File: src/rtl/mci_pkg.sv
/*
 * Package for the motion command interpreter: frame layout, instruction
 * and type codes, status codes, reset values and packed carriers.
 * Assumes one 10 MHz clock and that frames arrive already byte-framed.
 */
// Overview of operation
// - Rotate-left turns the motor toward decreasing position at the given velocity
// - Rotate-left selects velocity mode first, then writes target velocity
// - Rotate-left frame: instruction 2, type 0, bank 0, signed velocity value
// - Motor-stop performs a soft, decelerated stop
// - Motor-stop selects velocity mode, then sets target speed to zero
// - Motor-stop frame: instruction 3, type, bank and value all zero
// - Move-to-position uses the programmed ramp and positioning speed
// - Move reply with status 100 is sent right after setup, not after motion
// - Further commands are accepted while a positioning move runs
// - Move targets and offsets are full 32-bit signed values
// - Stop or rotate commands abandon a running positioning move
// - Move type selects absolute, relative offset or stored coordinate
// - Relative mode adds offset to actual position; host keeps it in range
// - Coordinate mode moves to the stored coordinate selected by value
// - Distances over 2^31-1 wrap, taking the shorter opposite path
// - Move writes the resolved position into the target position parameter
`default_nettype none

package mci_pkg;
    localparam int FRAME_BYTES = 9;
    localparam logic [3:0] IDX_ADDR = 4'h0;
    localparam logic [3:0] IDX_INSTR = 4'h1;
    localparam logic [3:0] IDX_TYPE = 4'h2;
    localparam logic [3:0] IDX_BANK = 4'h3;
    localparam logic [3:0] IDX_SUM = 4'h8;
    localparam logic [7:0] INSTR_ROTATE_RIGHT = 8'h01;
    localparam logic [7:0] INSTR_ROTATE_LEFT = 8'h02;
    localparam logic [7:0] INSTR_MOTOR_STOP = 8'h03;
    localparam logic [7:0] INSTR_MOVE = 8'h04;
    localparam logic [7:0] TYPE_ABSOLUTE = 8'h00;
    localparam logic [7:0] TYPE_RELATIVE = 8'h01;
    localparam logic [7:0] TYPE_STORED_COORDINATE_TYPE = 8'h02;
    localparam logic [7:0] STATUS_OK = 8'h64;          // 100
    localparam logic [7:0] STATUS_BAD_SUM = 8'h01;
    localparam logic [7:0] STATUS_BAD_CMD = 8'h02;
    localparam logic [7:0] STATUS_BAD_TYPE = 8'h03;
    localparam logic [7:0] STATUS_BAD_VALUE = 8'h04;
    localparam logic [7:0] RST_MODULE_ADDR = 8'h01;
    localparam logic [31:0] RST_ZERO32 = 32'h0000_0000;
    localparam logic [7:0] RST_ZERO8 = 8'h00;
    localparam logic [3:0] RST_IDX = 4'h0;

    typedef enum logic [1:0] {
        MCI_RAMP_POSITION,
        MCI_RAMP_VELOCITY,
        MCI_RAMP_HOLD
    } mci_ramp_t;

    typedef struct packed {
        logic [7:0] addr;
        logic [7:0] instr;
        logic [7:0] ctype;
        logic [7:0] bank;
        logic [31:0] value;
    } mci_frame_t;

    typedef struct packed {
        logic [7:0] addr;
        logic [7:0] status;
        logic [7:0] instr;
        logic [31:0] value;
    } mci_reply_t;

    typedef struct packed {
        mci_ramp_t ramp_mode;
        logic signed [31:0] target_velocity;
        logic signed [31:0] target_position;
    } mci_axis_t;
endpackage : mci_pkg

`default_nettype wire

File: src/rtl/mci_interpreter.sv
/*
 * Motion command interpreter: collects nine-byte command frames, checks the
 * checksum, decodes rotate-left, rotate-right, motor-stop and move commands,
 * updates the axis parameters and issues a status reply.
 * Assumes byte strobes from a same-clock receiver, the actual position and
 * the stored coordinate table supplied by logic on the same clock.
 */
`default_nettype none

module mci_interpreter
    import mci_pkg::*;
#(
    parameter int STORED_COORDINATE_TYPE_AW = 5   // Stored coordinate index width
)
(
    input wire logic clk,                       // 10 MHz system clock
    input wire logic sys_rst,                   // Async reset, active high
    input wire logic rx_valid,                  // Command byte strobe
    input wire logic [7:0] rx_byte,             // Command byte
    input wire logic signed [31:0] actual_pos,  // Actual motor position
    input wire logic signed [31:0] stored_coordinate_type_data,  // Stored coordinate data
    output logic [STORED_COORDINATE_TYPE_AW-1:0] stored_coordinate_type_index,    // Stored coordinate select
    output mci_axis_t axis,                     // Axis parameters
    output logic axis_write,                    // Axis parameters updated
    output logic reply_valid,                   // Reply pulse
    output mci_reply_t reply                    // Reply contents
);

    typedef enum logic [1:0] {
        MCI_COLLECT,
        MCI_EXECUTE,
        MCI_STORED_COORDINATE_TYPE_WAIT
    } mci_state_t;

    mci_state_t state, next_state;
    logic [3:0] idx, next_idx;
    logic [7:0] sum, next_sum;
    mci_frame_t frame, next_frame;
    logic sum_ok, next_sum_ok;
    logic [STORED_COORDINATE_TYPE_AW-1:0] next_stored_coordinate_type_index;
    mci_axis_t next_axis;
    logic next_axis_write;
    logic next_reply_valid;
    mci_reply_t next_reply;

    // Builds a reply for the current frame with the given status
    function automatic mci_reply_t make_reply(input mci_frame_t f,
                                              input logic [7:0] st);
        mci_reply_t r;
        r.addr = f.addr;
        r.status = st;
        r.instr = f.instr;
        r.value = RST_ZERO32;
        return r;
    endfunction

    // Velocity-mode update shared by both rotate commands and the stop;
    // mode and speed go out in one write so the ramp never sees a stale
    // speed in the new mode
    function automatic mci_axis_t velocity_update(input mci_axis_t a,
                                                  input logic [31:0] v);
        mci_axis_t r;
        r = a;
        r.ramp_mode = MCI_RAMP_VELOCITY;
        r.target_velocity = v;
        return r;
    endfunction

    // Positioning update shared by all move types; the ramp limits and
    // the positioning speed are left as programmed
    function automatic mci_axis_t position_update(input mci_axis_t a,
                                                  input logic [31:0] p);
        mci_axis_t r;
        r = a;
        r.ramp_mode = MCI_RAMP_POSITION;
        r.target_position = p;
        return r;
    endfunction

    // A checked move to a coordinate that exists in the table; both the
    // sequencer and the reply logic need it, so it is decoded in one place
    function automatic logic stored_coordinate_type_move(input mci_frame_t f,
                                        input logic ok);
        return ok && f.instr == INSTR_MOVE && f.ctype == TYPE_STORED_COORDINATE_TYPE &&
            f.value < 32'(1 << STORED_COORDINATE_TYPE_AW);
    endfunction

    // Byte collection. The running sum lets the checksum byte be judged
    // with one compare. There is no byte timeout, so a lost byte shifts
    // the framing of later frames until reset.
    always_comb
    begin
        next_idx = idx;
        next_sum = sum;
        next_frame = frame;
        next_sum_ok = sum_ok;
        if (state == MCI_COLLECT && rx_valid)
        begin
            // Value bytes arrive most significant first
            case (idx)
                IDX_ADDR: next_frame.addr = rx_byte;
                IDX_INSTR: next_frame.instr = rx_byte;
                IDX_TYPE: next_frame.ctype = rx_byte;
                IDX_BANK: next_frame.bank = rx_byte;
                IDX_SUM: next_frame = frame;
                default:
                    next_frame.value = {frame.value[23:0], rx_byte};
            endcase
            if (idx == IDX_SUM)
            begin
                next_sum_ok = (rx_byte == sum);
                next_idx = RST_IDX;
                next_sum = RST_ZERO8;
            end
            else
            begin
                next_sum = sum + rx_byte;
                next_idx = idx + 4'h1;
            end
        end
    end

    // Collection registers
    always_ff @(posedge clk or posedge sys_rst)
    begin
        if (sys_rst)
        begin
            idx <= RST_IDX;
            sum <= RST_ZERO8;
            frame <= '0;
            sum_ok <= 1'b0;
        end
        else
        begin
            idx <= next_idx;
            sum <= next_sum;
            frame <= next_frame;
            sum_ok <= next_sum_ok;
        end
    end

    // Sequencer: one execute cycle after the checksum byte, plus a wait
    // cycle for the coordinate table, whose entry is read one cycle after
    // its index is set. Collection resumes after the execute or wait cycle,
    // so no move blocks a later command
    always_comb
    begin
        next_state = state;
        next_stored_coordinate_type_index = stored_coordinate_type_index;
        case (state)
            MCI_COLLECT:
                if (rx_valid && idx == IDX_SUM)
                    next_state = MCI_EXECUTE;
            MCI_EXECUTE:
            begin
                next_state = MCI_COLLECT;
                if (stored_coordinate_type_move(frame, sum_ok))
                begin
                    // Table index for the stored coordinate
                    next_stored_coordinate_type_index = frame.value[STORED_COORDINATE_TYPE_AW-1:0];
                    next_state = MCI_STORED_COORDINATE_TYPE_WAIT;
                end
            end
            MCI_STORED_COORDINATE_TYPE_WAIT:
                next_state = MCI_COLLECT;
            default:
                next_state = MCI_COLLECT;
        endcase
    end

    // Sequencer registers
    always_ff @(posedge clk or posedge sys_rst)
    begin
        if (sys_rst)
        begin
            state <= MCI_COLLECT;
            stored_coordinate_type_index <= '0;
        end
        else
        begin
            state <= next_state;
            stored_coordinate_type_index <= next_stored_coordinate_type_index;
        end
    end

    // Decode and axis update. Every accepted velocity command replaces
    // the whole velocity setting, which also abandons a running
    // positioning move
    always_comb
    begin
        next_axis = axis;
        next_axis_write = 1'b0;
        next_reply_valid = 1'b0;
        next_reply = reply;
        case (state)
            MCI_EXECUTE:
            begin
                next_reply_valid = 1'b1;
                if (!sum_ok)
                    next_reply = make_reply(frame, STATUS_BAD_SUM);
                else
                begin
                    next_reply = make_reply(frame, STATUS_OK);
                    case (frame.instr)
                        INSTR_ROTATE_LEFT:
                        begin
                            // Velocity mode first, then the speed, in one
                            // update
                            // Negative velocity decrements position
                            next_axis = velocity_update(axis, -frame.value);
                            next_axis_write = 1'b1;
                        end
                        INSTR_ROTATE_RIGHT:
                        begin
                            next_axis = velocity_update(axis, frame.value);
                            next_axis_write = 1'b1;
                        end
                        INSTR_MOTOR_STOP:
                        begin
                            // Zero speed in velocity mode lets the ramp
                            // decelerate softly
                            next_axis = velocity_update(axis, RST_ZERO32);
                            next_axis_write = 1'b1;
                        end
                        INSTR_MOVE:
                        begin
                            // Type picks the target source
                            case (frame.ctype)
                                TYPE_ABSOLUTE:
                                begin
                                    // Full signed range
                                    next_axis = position_update(axis,
                                        frame.value);
                                    next_axis_write = 1'b1;
                                end
                                TYPE_RELATIVE:
                                begin
                                    // 32-bit wrap gives the shorter path;
                                    next_axis = position_update(axis,
                                        actual_pos + frame.value);
                                    next_axis_write = 1'b1;
                                end
                                TYPE_STORED_COORDINATE_TYPE:
                                begin
                                    // The reply waits for the table read
                                    if (stored_coordinate_type_move(frame, sum_ok))
                                        next_reply_valid = 1'b0;
                                    else
                                        next_reply = make_reply(frame,
                                            STATUS_BAD_VALUE);
                                end
                                default:
                                    next_reply = make_reply(frame,
                                        STATUS_BAD_TYPE);
                            endcase
                        end
                        default:
                            next_reply = make_reply(frame, STATUS_BAD_CMD);
                    endcase
                end
            end
            MCI_STORED_COORDINATE_TYPE_WAIT:
            begin
                // Coordinate assumed defined by host
                next_axis = position_update(axis, stored_coordinate_type_data);
                next_axis_write = 1'b1;
                next_reply_valid = 1'b1;
            end
            default:
                next_reply_valid = 1'b0;
        endcase
    end

    // Output registers, so every output comes straight from a flip-flop.
    // The reply goes out on setup and never waits for the motion to
    // finish
    always_ff @(posedge clk or posedge sys_rst)
    begin
        if (sys_rst)
        begin
            axis <= '{MCI_RAMP_HOLD, RST_ZERO32, RST_ZERO32};
            axis_write <= 1'b0;
            reply_valid <= 1'b0;
            reply <= '0;
        end
        else
        begin
            axis <= next_axis;
            axis_write <= next_axis_write;
            reply_valid <= next_reply_valid;
            reply <= next_reply;
        end
    end

endmodule // mci_interpreter

`default_nettype wire

File: config.mk
export PLATFORM = sky130hd
export DESIGN_NAME = mci_interpreter
export DESIGN_NICKNAME = d
export VERILOG_FILES = /design/src/rtl/mci_pkg.sv /design/src/rtl/mci_interpreter.sv
export SDC_FILE = /design/constraint.sdc
export NUM_CORES = 1
export LEC_CHECK = 0
export BUFFER_PORTS_ARGS = -buffer_cell sky130_fd_sc_hd__buf_2
export CAP_MARGIN = 20
export CORE_ASPECT_RATIO = 1.25
export CORE_UTILIZATION = 56
export CTS_CLUSTER_SIZE = 16
export DETAILED_ROUTE_END_ITERATION = 6
export PLACE_DENSITY = 0.81
export SYNTH_ARGS = -nofsm -noshare
export SYNTH_HDL_FRONTEND = slang
export SYNTH_SLANG_ARGS = --single-unit
File: constraint.sdc
create_clock -name clk -period 4.8 [get_ports clk]
set_input_delay 0 -clock clk [delete_from_list [all_inputs] [get_ports clk]]
set_output_delay 0 -clock clk [all_outputs]
set_load 0.03 [all_outputs]
---- Word-level counts from Yosys, hierarchy flattened ----
Cells that the tools add are included.
storage, ports and cells
  register bits ........................... 200
  input bits .............................. 75
  output and inout bits ................... 129
  word-level logic and storage cells ...... 92
operators by class
  add/sub/neg operators ................... 4
  $lt $le $gt $ge ......................... 1
  eq/ne operators ......................... 22
  multiplexer cells ....................... 22
  bitwise gates (word level) .............. 3
  reduce and logical (&&, ||, !) cells .... 22
operator list
  kind                 count
  $pmux 66 s2          2
  $pmux 66 s4          1
  $pmux 47 s2          2
  $mux 47              2
  $mux 66              1
  $add 32x32->32       1
  $lt 32x6->1 const B  1
  $neg 32->32          1
  $eq 8x2->1 const B   3
  $eq 8x1->1 const B   2
  $reduce_and 2->1     6
  $ne 2x2->1 const B   5
  $add 8x8->8          1
  $eq 4x2->1 const B   2
  $eq 8x3->1 const B   1
  $eq 8x8->1           1
  $logic_not 8->1      1
  $mux 8               1
  $reduce_and 7->1     1
  $mux 1               6
  $pmux 1 s2           3
  $logic_and 1x1->1    5
  $ne 5x2->1 const B   1
  $reduce_and 5->1     1
  other kinds (20)     23

---- Longest topological paths before layout ----
Gate-level depths: netlist of the first run.
  word-level depth ........................ 9
  gate-level depth with buffers ........... 12
  mapped depth without buffers ............ 12

---- Worst setup path after synthesis of the first run ----
No wires, ideal clock.
  path type ............................... reg2reg
  from .................................... register frame[0] in the netlist's numbering
  to ...................................... register axis[28] in the netlist's numbering
  setup time .............................. 130 ps
  arrival time ............................ 2467 ps
  required time ........................... 4670 ps
  setup slack ............................. 2203 ps
  stages on the path, launching flop included .. 13
  buffers on the path ..................... 0
  clock period less this slack ............ 2597 ps
  cells stage by stage .................... dfrtp_1 > ha_1 > inv_1 > fa_1 > nor2b_1 > o21ai_1 > a21boi_1 > o31a_1 > o2111ai_4 > a21boi_1 > mux2_1 > a221oi_2 > o21ai_1
on the way
  cells in the longest elaborated chain, start to end .. 5
RTL lines
  element                 RTL line                source
  start, declared         mci_interpreter.sv:38   mci_frame_t frame, next_frame;
  start signal, assigned  mci_interpreter.sv:137  frame <= next_frame;
  $add 32x32->32          mci_interpreter.sv:240  actual_pos + frame.value);
  $pmux 66 s2             mci_interpreter.sv:228  case (frame.ctype)
  $pmux 66 s4             mci_interpreter.sv:204  case (frame.instr)
  $mux 66                 mci_interpreter.sv:199  if (!sum_ok)
  $pmux 66 s2             mci_interpreter.sv:195  case (state)
  end signal, assigned    mci_interpreter.sv:281  axis <= '{MCI_RAMP_HOLD, RST_ZERO32, RST_ZERO32};
  end signal, assigned    mci_interpreter.sv:288  axis <= next_axis;
  end, declared           mci_interpreter.sv:23   output mci_axis_t axis,
Every way passes these cells. The select of a mux whose other input is x is not followed.
A chain may end at the register's enable or synchronous reset.

---- Worst setup path in the final report of the first run ----
Ends and elaborated chain as after synthesis.

==> results of run 1 <==
cell usage in the layout (no fill, tap or decap), types with 4 or more instances in the layout:
master / Yosys / layout
xnor2_1: 27 / 27
clkbuf_1: 44 / 4
nor4_1: 5 / 5
nand3_1: 21 / 21
or3_1: 14 / 14
a221oi_1: 12 / 12
buf_4: 36 / 9
buf_2: 5 / 169
o21bai_1: 6 / 6
xor2_1: 20 / 20
inv_1: 29 / 28
ha_1: 47 / 47
o21ai_0: 90 / 90
a21oi_2: 4 / 4
mux2_2: 71 / 71
nor3_1: 22 / 22
a21o_1: 14 / 14
conb_1: 1 / 35
o31ai_1: 12 / 12
o21ai_1: 8 / 7
nand2b_1: 10 / 10
a31oi_1: 10 / 10
mux2i_1: 10 / 10
a21oi_1: 66 / 66
o21a_1: 17 / 17
clkbuf_16: 0 / 17
a22o_1: 6 / 6
nand2_1: 107 / 107
nand4_1: 8 / 8
a21boi_0: 4 / 4
and3_1: 18 / 18
o211ai_1: 5 / 5
dfrtp_1: 163 / 163
nor2b_1: 6 / 6
dlygate4sd3_1: 0 / 41
nor3b_1: 5 / 5
and2_1: 12 / 12
nor2_1: 73 / 73
through the flow:
step / std cells / setup WS (ns) / util, % / total power, mW
after floorplan: 1097 / 0.368 / - / 5.01
after global routing: 1486 / 1.60 / 67.9 / 7.86
final: 1488 / 1.74 / 67.9 / 7.42
after detailed placement: 1414 / 1.80 / 62.2 / 6.02
after global placement: 1413 / 1.86 / 62.1 / 5.92
after CTS: 1485 / 1.79 / 67.7 / 7.39
repair_timing:
| action | 4_1_cts | 5_1_grt |
|---|---|---|
| hold buffers | 41 | 0 |
| endpoints found under the setup margin | 0 | 0 |
| endpoints found under the hold margin | 167 | 0 |
layout make-up:
class / count / area, um^2 / share of cell area (%)
clock inverters: 8 / 104 / 0.874
multi-input cells: 819 / 5470 / 46.0
well taps: 224 / 280 / 2.36
clock buffers: 22 / 454 / 3.82
repair buffers: 220 / 1350 / 11.4
inverters: 29 / 114 / 0.958
diodes: 2 / 5.00 / 0.0421
flip-flops and latches: 164 / 4110 / 34.6
power breakdown:
group	switching [mW]	internal, mW
Sequential	0.615	1.90
Clock	0.554	0.775
Combinational	2.12	1.46
Total	3.29	4.13
how the worst min path moves through the flow:
| stage | slack [ns] | to | start |
|---|---|---|---|
| after CTS | 0.02 | axis[29] | stored_coordinate_type_data[29] |
| after global placement | 0.26 | axis[0] | stored_coordinate_type_data[0] |
| after detailed placement | 0.26 | axis[0] | stored_coordinate_type_data[0] |
| final | 0.06 | axis[29] | stored_coordinate_type_data[29] |
| after floorplan | 0.15 | frame[0] | rx_byte[0] |
| after global routing | 0.05 | axis[29] | stored_coordinate_type_data[29] |
sequential cells by signal, summed over array words and instances, names as in the netlist:
signal / count
idx: 4
axis: 66
stored_coordinate_type_index: 5
frame: 56
sum: 8
reply_valid: 1
sum_ok: 1
axis_write: 1
reply: 20
state: 2
critical path: stages, from the launching register on:
cell       delay [ns]
dfrtp_1          0.44
ha_1             0.20
inv_1            0.06
fa_1             0.39
nor2b_1          0.15
o21ai_1          0.09
a21boi_1         0.24
o31a_1           0.30
o2111ai_4        0.18
a21boi_1         0.20
mux2_1           0.35
a221oi_2         0.24
o21ai_1          0.10
cells by family (layout without fill, tap and decap cells):
logic type,count (synthesis),count (layout),share of synthesized area (%)
simple gates,318,318,15.5
mux,82,82,9.10
flops,164,164,41.0
fa+ha+maj,49,49,6.27
xor+xnor,47,47,4.11
compound gates,288,288,18.3
other cells,1,37,0.0375
buf+inv,114,279,5.69
per-layer routing:
metal	track usage (%)	part of all wire, %	vias up	wire [um]
li1	-	-	4124	-
met1	36.2	37	4361	10800
met2	55.3	50	441	14600
met3	6.44	6.2	120	1820
met4	23.2	6.6	2	1940
met5	0	0.044	-	13
==> results.md, run 1 <==
• Placeable Area: 0.0175 mm^2
• Top Ports: 204
• final setup violation count: 0
• number of cells on the worst reg-to-reg path: 12
• clk buf depth: 2
• Seq/Total Area, Yosys: 41.0%
• CP Class: reg -> reg
• Detailed Routing Iterations Pass 1: 5
• Core Rows: 54
• first-pass GRT wire length: 45100 um
• count of nets after finishing: 1375
• distinct cell type count after synthesis: 71
• vias in the first global route: 8655
• total of flip-flops plus latches after synthesis: 164
• ys async rst share: 100%
• clock period minus final worst setup slack: 3.06 ns
• RSZ-0062 raised after global routing: no
• Setup crit end: axis[28]
• horizontal die dimension: 122 um
• Final Skew: 0.0187 ns
• Worst setup EP type: register
• class of the worst hold path: in -> reg
• number of remaining DRC errors: 0
• Reg-to-Reg Start: frame[0]
• total routing resource utilization after global routing: 32.4%
• overall routed net length: 29200 um
• Initial Utilization: 57.2%
• Vias per Instance: 6.08
• cts repair resizes: 0
• Worst setup SP type: register
• data arrival time of the worst path: 3.38 ns
• final-layout worst hold slack: 0.0552 ns
• Syn Inst Count: 1063
• Clock Tree Root: clkbuf_16
• GP Congestion: 1.01
• syn avg cell area: 9.42 um^2
• total count of hold-check failures in the final report: 0
• pins over their slew limit: 0
• Inserted Clock Buffers: 17
• area post-placement: 0.0109 mm^2
• Slew @ Worst Pin: 0.975 ns
• maximum vdd drop: 0.405 mV
• reg-to-reg critical path endpoint: axis[28]
• WHS Path Cells: 4
• placed wire-length estimate after detailed placement: 20900 um
• ANT nets after route: 0
• synthesized area: 0.0100 mm^2
• buffers added on ports: 168
• static leakage: 5.63 nW
• Worst-path clk slew: 0.08 ns
• Register-to-Register Setup Slack: 1.74 ns
• Fmax achieved: 327 MHz
• Synth area leaders: dfrtp_1 (41%), mux2_2 (8.0%), ha_1 (5.9%)
• area delta synth->final: 18.7%
• Yosys top cell area share: 40.7%
• required time reported for the critical path endpoint: 5.12 ns
• worst-case headroom to the max-slew limit: 35.0%
• commonest cells in the synthesized netlist: dfrtp_1 (163), nand2_1 (107), o21ai_0 (90)
• violation count after the first detailed-routing iteration: 779
• post-CTS setup repair buffer count: 0
• via count: 9048
• DIE HEIGHT: 151 um
• clock insertion delay at the later pin of the skew report: 0.44 ns
• yosys synthesis warning count: 0
• most area-hungry cell type in the Yosys netlist: dfrtp_1
• final cycle utilization of the critical path: 63.8%
• number of flops mapped to enable cells by yosys: 0
• status: finished clean
• Die Area: 0.0184 mm^2
• Top FF cell, synth: dfrtp_1
• H-tree levels: 4
• overflow left after global routing: 0
• pin count of the biggest net entering global routing: 108
• TritonCTS clock tree: yes
• setup_tns: 0 ns
• number of antenna violations at the first check in global routing: 3
• CP max FO: 6
• CP Launch Point: frame[0]
• most common cell in the netlist: dfrtp_1
• share of layout cells above drive strength 1: 23.6%
• fillers: 1395
• power per cell area: 625 mW/mm^2
• routed length per instance: 19.6 um
• maxcap violations: 0
• summed area of non-filler cells in the final layout: 0.0119 mm^2
• number of clock sinks seen by CTS: 164
No activity file was read; power rests on OpenSTA's default activity.
==> inputs of run 2 (changes only) <==
--- a/config.mk
+++ b/config.mk
@@ -8,10 +8,10 @@
 export BUFFER_PORTS_ARGS = -buffer_cell sky130_fd_sc_hd__buf_2
 export CAP_MARGIN = 20
 export CORE_ASPECT_RATIO = 1.25
-export CORE_UTILIZATION = 56
+export CORE_UTILIZATION = 51
 export CTS_CLUSTER_SIZE = 16
 export DETAILED_ROUTE_END_ITERATION = 6
-export PLACE_DENSITY = 0.81
+export PLACE_DENSITY = 0.78
 export SYNTH_ARGS = -nofsm -noshare
 export SYNTH_HDL_FRONTEND = slang
 export SYNTH_SLANG_ARGS = --single-unit
==> constraint.sdc (replaced) <==
create_clock -name clk -period 2.7 [get_ports clk]
set_input_delay 0 -clock clk [delete_from_list [all_inputs] [get_ports clk]]
set_output_delay 0 -clock clk [all_outputs]
set_load 0.03 [all_outputs]
==> run 2 against run 1 <==
Effect of this change: highest routed layer is now met4; sequential share of layout area decreased by 2.3 points; largest cell class unchanged; utilization down 0.77 points; global-route usage rose by 0.32 points; the run now ends with negative setup slack left.
==> results.md, run 2 (same netlist as run 1, synthesis figures left out) <==
• status: finished with violations, was finished clean
• violated checks: negative setup slack
• CP Class: reg -> reg, unchanged
• final setup slack of the worst path: -0.0270 ns, was 1.74 ns
• count of nets after finishing: 1449, was 1375
• total count of hold-check failures in the final report: 0, unchanged
• share of layout cells above drive strength 1: 30.3%, was 23.6%
• buffers added on ports: 168, unchanged
• Initial Utilization: 52.7%, was 57.2%
• maxcap violations: 0, unchanged
• required time reported for the critical path endpoint: 3.05 ns, was 5.12 ns
• Slew @ Worst Pin: 0.847 ns, was 0.975 ns
• via count: 9432, was 9048
• hold path startpoint: stored_coordinate_type_data[24], was stored_coordinate_type_data[29]
• Die Area: 0.0202 mm^2, was 0.0184 mm^2
• horizontal die dimension: 127 um, was 122 um
• Non-Filler Instances: 1599, was 1488
• CP max FO: 3, was 6
• static leakage: 6.03 nW, was 5.63 nW
• routed length per instance: 20.4 um, was 19.6 um
• WHS Path Cells: 4, unchanged
• data arrival time of the worst path: 3.08 ns, was 3.38 ns
• H-tree levels: 4, unchanged
• Top Family by Delay on Critical Path: compound AO/OA/AOI/OAI gates, unchanged
• DIE HEIGHT: 159 um, was 151 um
• reg-to-reg critical path endpoint: axis[10], was axis[28]
• largest reg by FF count: axis, unchanged
• Inserted Clock Buffers: 17, unchanged
• Worst setup EP type: register, unchanged
• placed wire-length estimate after detailed placement: 23600 um, was 20900 um
• area of combinational cells with multiple inputs: 0.00565 mm^2, was 0.00547 mm^2
• number of remaining DRC errors: 0, unchanged
• maximum cell stage delay along the critical path: 0.49 ns, was 0.44 ns
• Register-to-Register Setup Slack: -0.03 ns, was 1.74 ns
• maximum vdd drop: 0.637 mV, was 0.405 mV
• fillers: 1475, was 1395
• slowest CP cell: a2111oi_0, was dfrtp_1
• total power consumption of the routed design: 14.5 mW, was 7.42 mW
• sequential cell area: 0.00411 mm^2, unchanged
• Fmax achieved: 367 MHz, was 327 MHz
• Core Rows: 56, was 54
• Detailed Routing Iterations Pass 1: 5, unchanged
• Worst setup SP type: register, unchanged
• Antenna Cells: 0, was 2
• Reg-to-Reg Start: frame[0], unchanged
• max FFs per register: 66, unchanged
• commonest cells after routing, fill and taps aside: buf_2 (168), dfrtp_1 (163), nand2_1 (107), was buf_2 (169), dfrtp_1 (163), nand2_1 (107)
• pin count of the biggest net entering global routing: 56, was 108
• final-layout worst hold slack: 0.00278 ns, was 0.0552 ns
• sum of buffers and inverters on the critical path: 1, unchanged
• clock insertion delay at the later pin of the skew report: 0.44 ns, about the same
• number of placed cells counting well taps: 1521, was 1414
• class of the worst hold path: in -> reg, unchanged
• Top Ports: 204, unchanged
• number of clock sinks seen by CTS: 164, unchanged
• TritonCTS clock tree: yes, unchanged
• clk buf depth: 2, unchanged
• GP Congestion: 0.961, was 1.01
• most common cell after layout, fill and taps aside: buf_2, unchanged
• area delta synth->final: 27.3%, was 18.7%
• overflow left after global routing: 0, unchanged
• Placeable Area: 0.0190 mm^2, was 0.0175 mm^2
• ANT nets after route: 0, unchanged
• overall routed net length: 32600 um, was 29200 um
• vias in the first global route: 9332, was 8655
• pins over their slew limit: 0, unchanged
• number of antenna violations at the first check in global routing: 0, was 3
• registers with the most flip-flops: axis: 66 flops, frame: 56 flops, reply: 20 flops, unchanged
• Final Skew: 0.0147 ns, was 0.0187 ns
• clock period minus final worst setup slack: 2.73 ns, was 3.06 ns
• end point of the most critical hold path: axis[24], was axis[29]
• Vias per Instance: 5.90, was 6.08
• first-pass GRT wire length: 49800 um, was 45100 um
• total routing resource utilization after global routing: 32.7%, was 32.4%
• number of cells on the worst reg-to-reg path: 12, unchanged
• final cycle utilization of the critical path: 101%, was 63.8%
• final setup violation count: 1, was 0
• RSZ-0062 raised after global routing: yes, was no
• worst-case headroom to the max-slew limit: 43.5%, was 35.0%
• violation count after the first detailed-routing iteration: 645, was 779
• sequence of cells on the critical path: ha_4, inv_2, fa_2, nor2b_2, o21ai_2, a21boi_2, o21ai_0, a21boi_1, o211ai_1, a2111oi_0, nor3b_1, o21ai_1, was ha_1, inv_1, fa_1, nor2b_1, o21ai_1, a21boi_1, o31a_1, o2111ai_4, a21boi_1, mux2_1, a221oi_2, o21ai_1
• Clock Tree Root: clkbuf_16, unchanged
• power per cell area: 1140 mW/mm^2, was 625 mW/mm^2
• Worst-path clk slew: 0.08 ns, about the same
-- run 2: worst max path at each step --
| stage | start | endpoint | slack (ns) | cells past startpoint |
|---|---|---|---|---|
| after floorplan | frame[0] | axis[28] | 0.10 | 12 |
| after global placement | frame[0] | axis[26] | 0.02 | 12 |
| after detailed placement | frame[0] | axis[26] | -0.05 | 12 |
| after CTS | frame[0] | axis[28] | 0.001 | 12 |
| after global routing | frame[0] | axis[28] | -0.07 | 12 |
| final | frame[0] | axis[10] | -0.03 | 12 |
-- run 2: worst min-delay path, stage by stage --
cell     delay [ns]
buf_2          0.09
a21oi_1        0.08
o311a_1        0.12
a21oi_2        0.12
-- run 2: metrics by stage --
stage / setup WS (ns) / area, um^2 / TNS (ns) / util [%]
after CTS: 0.00142 / 12500 / 0 / 66.1
after detailed placement: -0.0471 / 11500 / -0.100 / 60.7
after global placement: 0.0201 / 11500 / 0 / 60.7
final: -0.0270 / 12700 / -0.0270 / 67.1
after floorplan: 0.103 / 10100 / 0 / -
after global routing: -0.0722 / 12700 / -0.215 / 67.1
-- run 2: layer usage --
metal | routed length, um | part of all wire [%] | vias to the layer above | global-route usage (%)
li1 | - | - | 4267 | -
met1 | 11900 | 37 | 4589 | 35.3
met2 | 16400 | 50 | 437 | 57.7
met3 | 1900 | 5.8 | 139 | 6.22
met4 | 2340 | 7.2 | 0 | 23.6
met5 | 0 | 0 | - | 0
-- run 2: repair_timing --
item / 4_1_cts / 5_1_grt
setup endpoints to repair: 8 / 18
pin swaps: 4 / 20
hold buffers: 40 / 0
resized for setup: 7 / 31
gates cloned: 0 / 0
endpoints found under the hold margin: 84 / 0
setup buffers: 0 / 6
-- run 2: power by group --
| part | leakage, nW | internal (mW) | total (mW) | switching [mW] |
|---|---|---|---|---|
| logic | 3.70 | 3.28 | 7.91 | 4.63 |
| clock network | 0.286 | 1.39 | 2.50 | 1.11 |
| registers | 2.05 | 3.38 | 4.06 | 0.687 |
-- run 2: layout make-up --
type,instances,share of cell area [%]
clock buffers,18,3.37
clock inverters,14,1.29
repair buffers,294,15.4
well taps,261,2.56
flip-flops and latches,164,32.2
inverters,29,0.883
multi-input cells,819,44.3
==> inputs of run 3 (changes only) <==
--- a/config.mk
+++ b/config.mk
@@ -11,7 +11,7 @@
 export CORE_UTILIZATION = 51
 export CTS_CLUSTER_SIZE = 16
 export DETAILED_ROUTE_END_ITERATION = 6
-export PLACE_DENSITY = 0.78
+export PLACE_DENSITY = 0.83
 export SYNTH_ARGS = -nofsm -noshare
 export SYNTH_HDL_FRONTEND = slang
 export SYNTH_SLANG_ARGS = --single-unit
==> run 3 against run 2 <==
Effect of this change: the flow still finishes with violations (negative setup slack); flip-flop and latch count did not move; clock power decreased by 2%; sequential power is essentially flat; routed wire length down 1.5%; clock skew is 0.0013 ns lower; total power up 0.31%.
==> results.md, run 3 (same netlist as run 1, synthesis figures left out) <==
• status: finished with violations, unchanged
• violated checks: negative setup slack, unchanged
• share of layout cells above drive strength 1: 31.7%, was 30.3%
• Final Skew: 0.0134 ns, was 0.0147 ns
• ANT nets after route: 0, unchanged
• setup_tns: -0.0112 ns, was -0.0270 ns
• summed area of non-filler cells in the final layout: 0.0129 mm^2, was 0.0127 mm^2
• Core Rows: 56, unchanged
• max FFs per register: 66, unchanged
• final-layout worst hold slack: 0.0197 ns, was 0.00278 ns
• Die Area: 0.0202 mm^2, unchanged
• area post-placement: 0.0117 mm^2, was 0.0115 mm^2
• worst-case headroom to the max-slew limit: 42.6%, was 43.5%
• placed wire-length estimate after detailed placement: 23500 um, was 23600 um
• sequential cell area: 0.00411 mm^2, about the same
• CP Class: reg -> reg, unchanged
• reg-to-reg critical path endpoint: axis[28], was axis[10]
• Worst setup EP type: register, unchanged
• GP Congestion: 0.958, was 0.961
• Clock Tree Root: clkbuf_16, unchanged
• vias in the first global route: 9381, was 9332
• Vias per Instance: 5.85, was 5.90
• Top Ports: 204, unchanged
• fillers: 1486, was 1475
• Worst Setup Slack post-DPL: -0.0620 ns, was -0.0471 ns
• DIE HEIGHT: 159 um, unchanged
• Reg-to-Reg Start: frame[0], unchanged
• maximum vdd drop: 0.702 mV, was 0.637 mV
• first-pass GRT wire length: 49300 um, was 49800 um
• most common cell after layout, fill and taps aside: buf_2, unchanged
• count of nets after finishing: 1466, was 1449
• Fmax achieved: 369 MHz, was 367 MHz
• Initial Utilization: 52.7%, unchanged
• total power consumption of the routed design: 14.5 mW, about the same
• Slew @ Worst Pin: 0.862 ns, was 0.847 ns
• number of clock sinks seen by CTS: 164, unchanged
• CP max FO: 4, was 3
• required time reported for the critical path endpoint: 3.02 ns, was 3.05 ns
• Detailed Routing Iterations Pass 1: 5, unchanged
• pins over their slew limit: 0, unchanged
• via count: 9455, was 9432
• clock insertion delay at the later pin of the skew report: 0.44 ns, about the same
• power per cell area: 1130 mW/mm^2, was 1140 mW/mm^2
• routed length per instance: 19.8 um, was 20.4 um
• number of remaining DRC errors: 0, unchanged
• total routing resource utilization after global routing: 32.4%, was 32.7%
• maximum cell stage delay along the critical path: 0.37 ns, was 0.49 ns
• horizontal die dimension: 127 um, unchanged
• sequence of cells on the critical path: ha_2, inv_2, fa_2, nor2b_2, o21ai_2, a21boi_2, o31a_1, o2111ai_4, a21boi_2, mux2_4, a221oi_2, o21ai_1, was ha_4, inv_2, fa_2, nor2b_2, o21ai_2, a21boi_2, o21ai_0, a21boi_1, o211ai_1, a2111oi_0, nor3b_1, o21ai_1
• Most Frequent Cell on Critical Path: a21boi_2
• clock period minus final worst setup slack: 2.71 ns, was 2.73 ns
• final cycle utilization of the critical path: 100%, was 101%
• buffers added on ports: 168, unchanged
• final setup violation count: 2, was 1
• registers with the most flip-flops: axis: 66 flops, frame: 56 flops, reply: 20 flops, unchanged
• CP Launch Point: frame[0], unchanged
• pin count of the biggest net entering global routing: 100, was 56
• maxcap violations: 0, unchanged
• largest reg by FF count: axis, unchanged
• Worst-path clk slew: 0.07 ns, was 0.08 ns
• data arrival time of the worst path: 3.02 ns, was 3.08 ns
• area of combinational cells with multiple inputs: 0.00565 mm^2, about the same
• number of cells on the worst reg-to-reg path: 12, unchanged
• class of the worst hold path: in -> reg, unchanged
• violation count after the first detailed-routing iteration: 802, was 645
• Worst setup SP type: register, unchanged
• number of antenna violations at the first check in global routing: 0, unchanged
• total count of hold-check failures in the final report: 0, unchanged
• Antenna Cells: 0, unchanged
• RSZ-0062 raised after global routing: yes, unchanged
• clk buf depth: 2, unchanged
• overall routed net length: 32100 um, was 32600 um
• static leakage: 6.10 nW, was 6.03 nW
• slowest CP cell: dfrtp_1, was a2111oi_0
• TritonCTS clock tree: yes, unchanged
• Placeable Area: 0.0190 mm^2, unchanged
• Setup crit end: axis[28], was axis[10]
• final setup slack of the worst path: -0.00732 ns, was -0.0270 ns
• area delta synth->final: 28.5%, was 27.3%
• Register-to-Register Setup Slack: -0.007 ns, was -0.03 ns
• overflow left after global routing: 0, unchanged
• H-tree levels: 4, unchanged
• Inserted Clock Buffers: 17, unchanged
• commonest cells after routing, fill and taps aside: buf_2 (168), dfrtp_1 (162), nand2_1 (107), was buf_2 (168), dfrtp_1 (163), nand2_1 (107)
## run 3: cell count changes in the layout (fill, tap and decap cells not counted), sizes merged
| cell | change |
|---|---|
| inv | +2 |
| buf | +16 |
| bufinv | -1 |
| dlygate4sd3 | +1 |
| clkinvlp | -1 |
## run 3: cell type report
class	instances	share of cell area (%)
sequential	164	31.9
tap	261	2.54
clock inverter	14	1.24
clock buffer	18	3.34
inverter	29	0.875
timing repair buffer	311	16.2
multi-input combinational	819	43.9
## run 3: what timing repair did
action                                  in CTS  in global routing
pin swaps                                    4                 16
endpoints found under the setup margin       6                 18
resized for setup                            6                 39
hold endpoints to repair                   225                  0
buffers inserted                             0                  1
hold buffers                                41                  0
## run 3: critical path, delay by kind of cell, from the launching register on
| kind | cells | cell delay [ns] |
|---|---|---|
| AOI/OAI and AO/OA | 7 | 1.19 |
| adders and majority gates | 2 | 0.55 |
| DFF | 1 | 0.37 |
| muxes | 1 | 0.32 |
| and+or+nand+nor | 1 | 0.13 |
| buffers and inverters | 1 | 0.04 |
## run 3: through the flow
stage / utilization (%) / std cells
floorplan: - / 1097
global placement: 61.5 / 1542
detailed placement: 61.5 / 1542
CTS: 66.9 / 1615
global route: 67.8 / 1616
finish: 67.8 / 1616
## run 3: worst min-delay path by stage
stage,from,end,slack [ns],cells after the start
final,rx_byte[1],frame[41],0.02,3
after CTS,rx_byte[1],frame[49],0.009,3
after detailed placement,sys_rst,axis[4],0.22,3
after floorplan,rx_byte[0],frame[0],0.15,1
after global routing,rx_byte[1],frame[41],0.03,3
after global placement,sys_rst,axis[4],0.21,3
## run 3: routing by layer
metal / vias to the layer above / part of all wire (%) / wire (um) / GRT usage, %
met1: 4595 / 37 / 11900 / 35.7
met5: - / 0 / 0 / 0
met4: 0 / 7.7 / 2450 / 24.0
met2: 418 / 50 / 16000 / 56.9
li1: 4306 / - / - / -
met3: 136 / 5.5 / 1760 / 5.14
## run 3: report_power, final
part | switching (mW) | internal (mW)
clock | 1.12 | 1.32
sequential | 0.671 | 3.38
combinational | 4.64 | 3.39
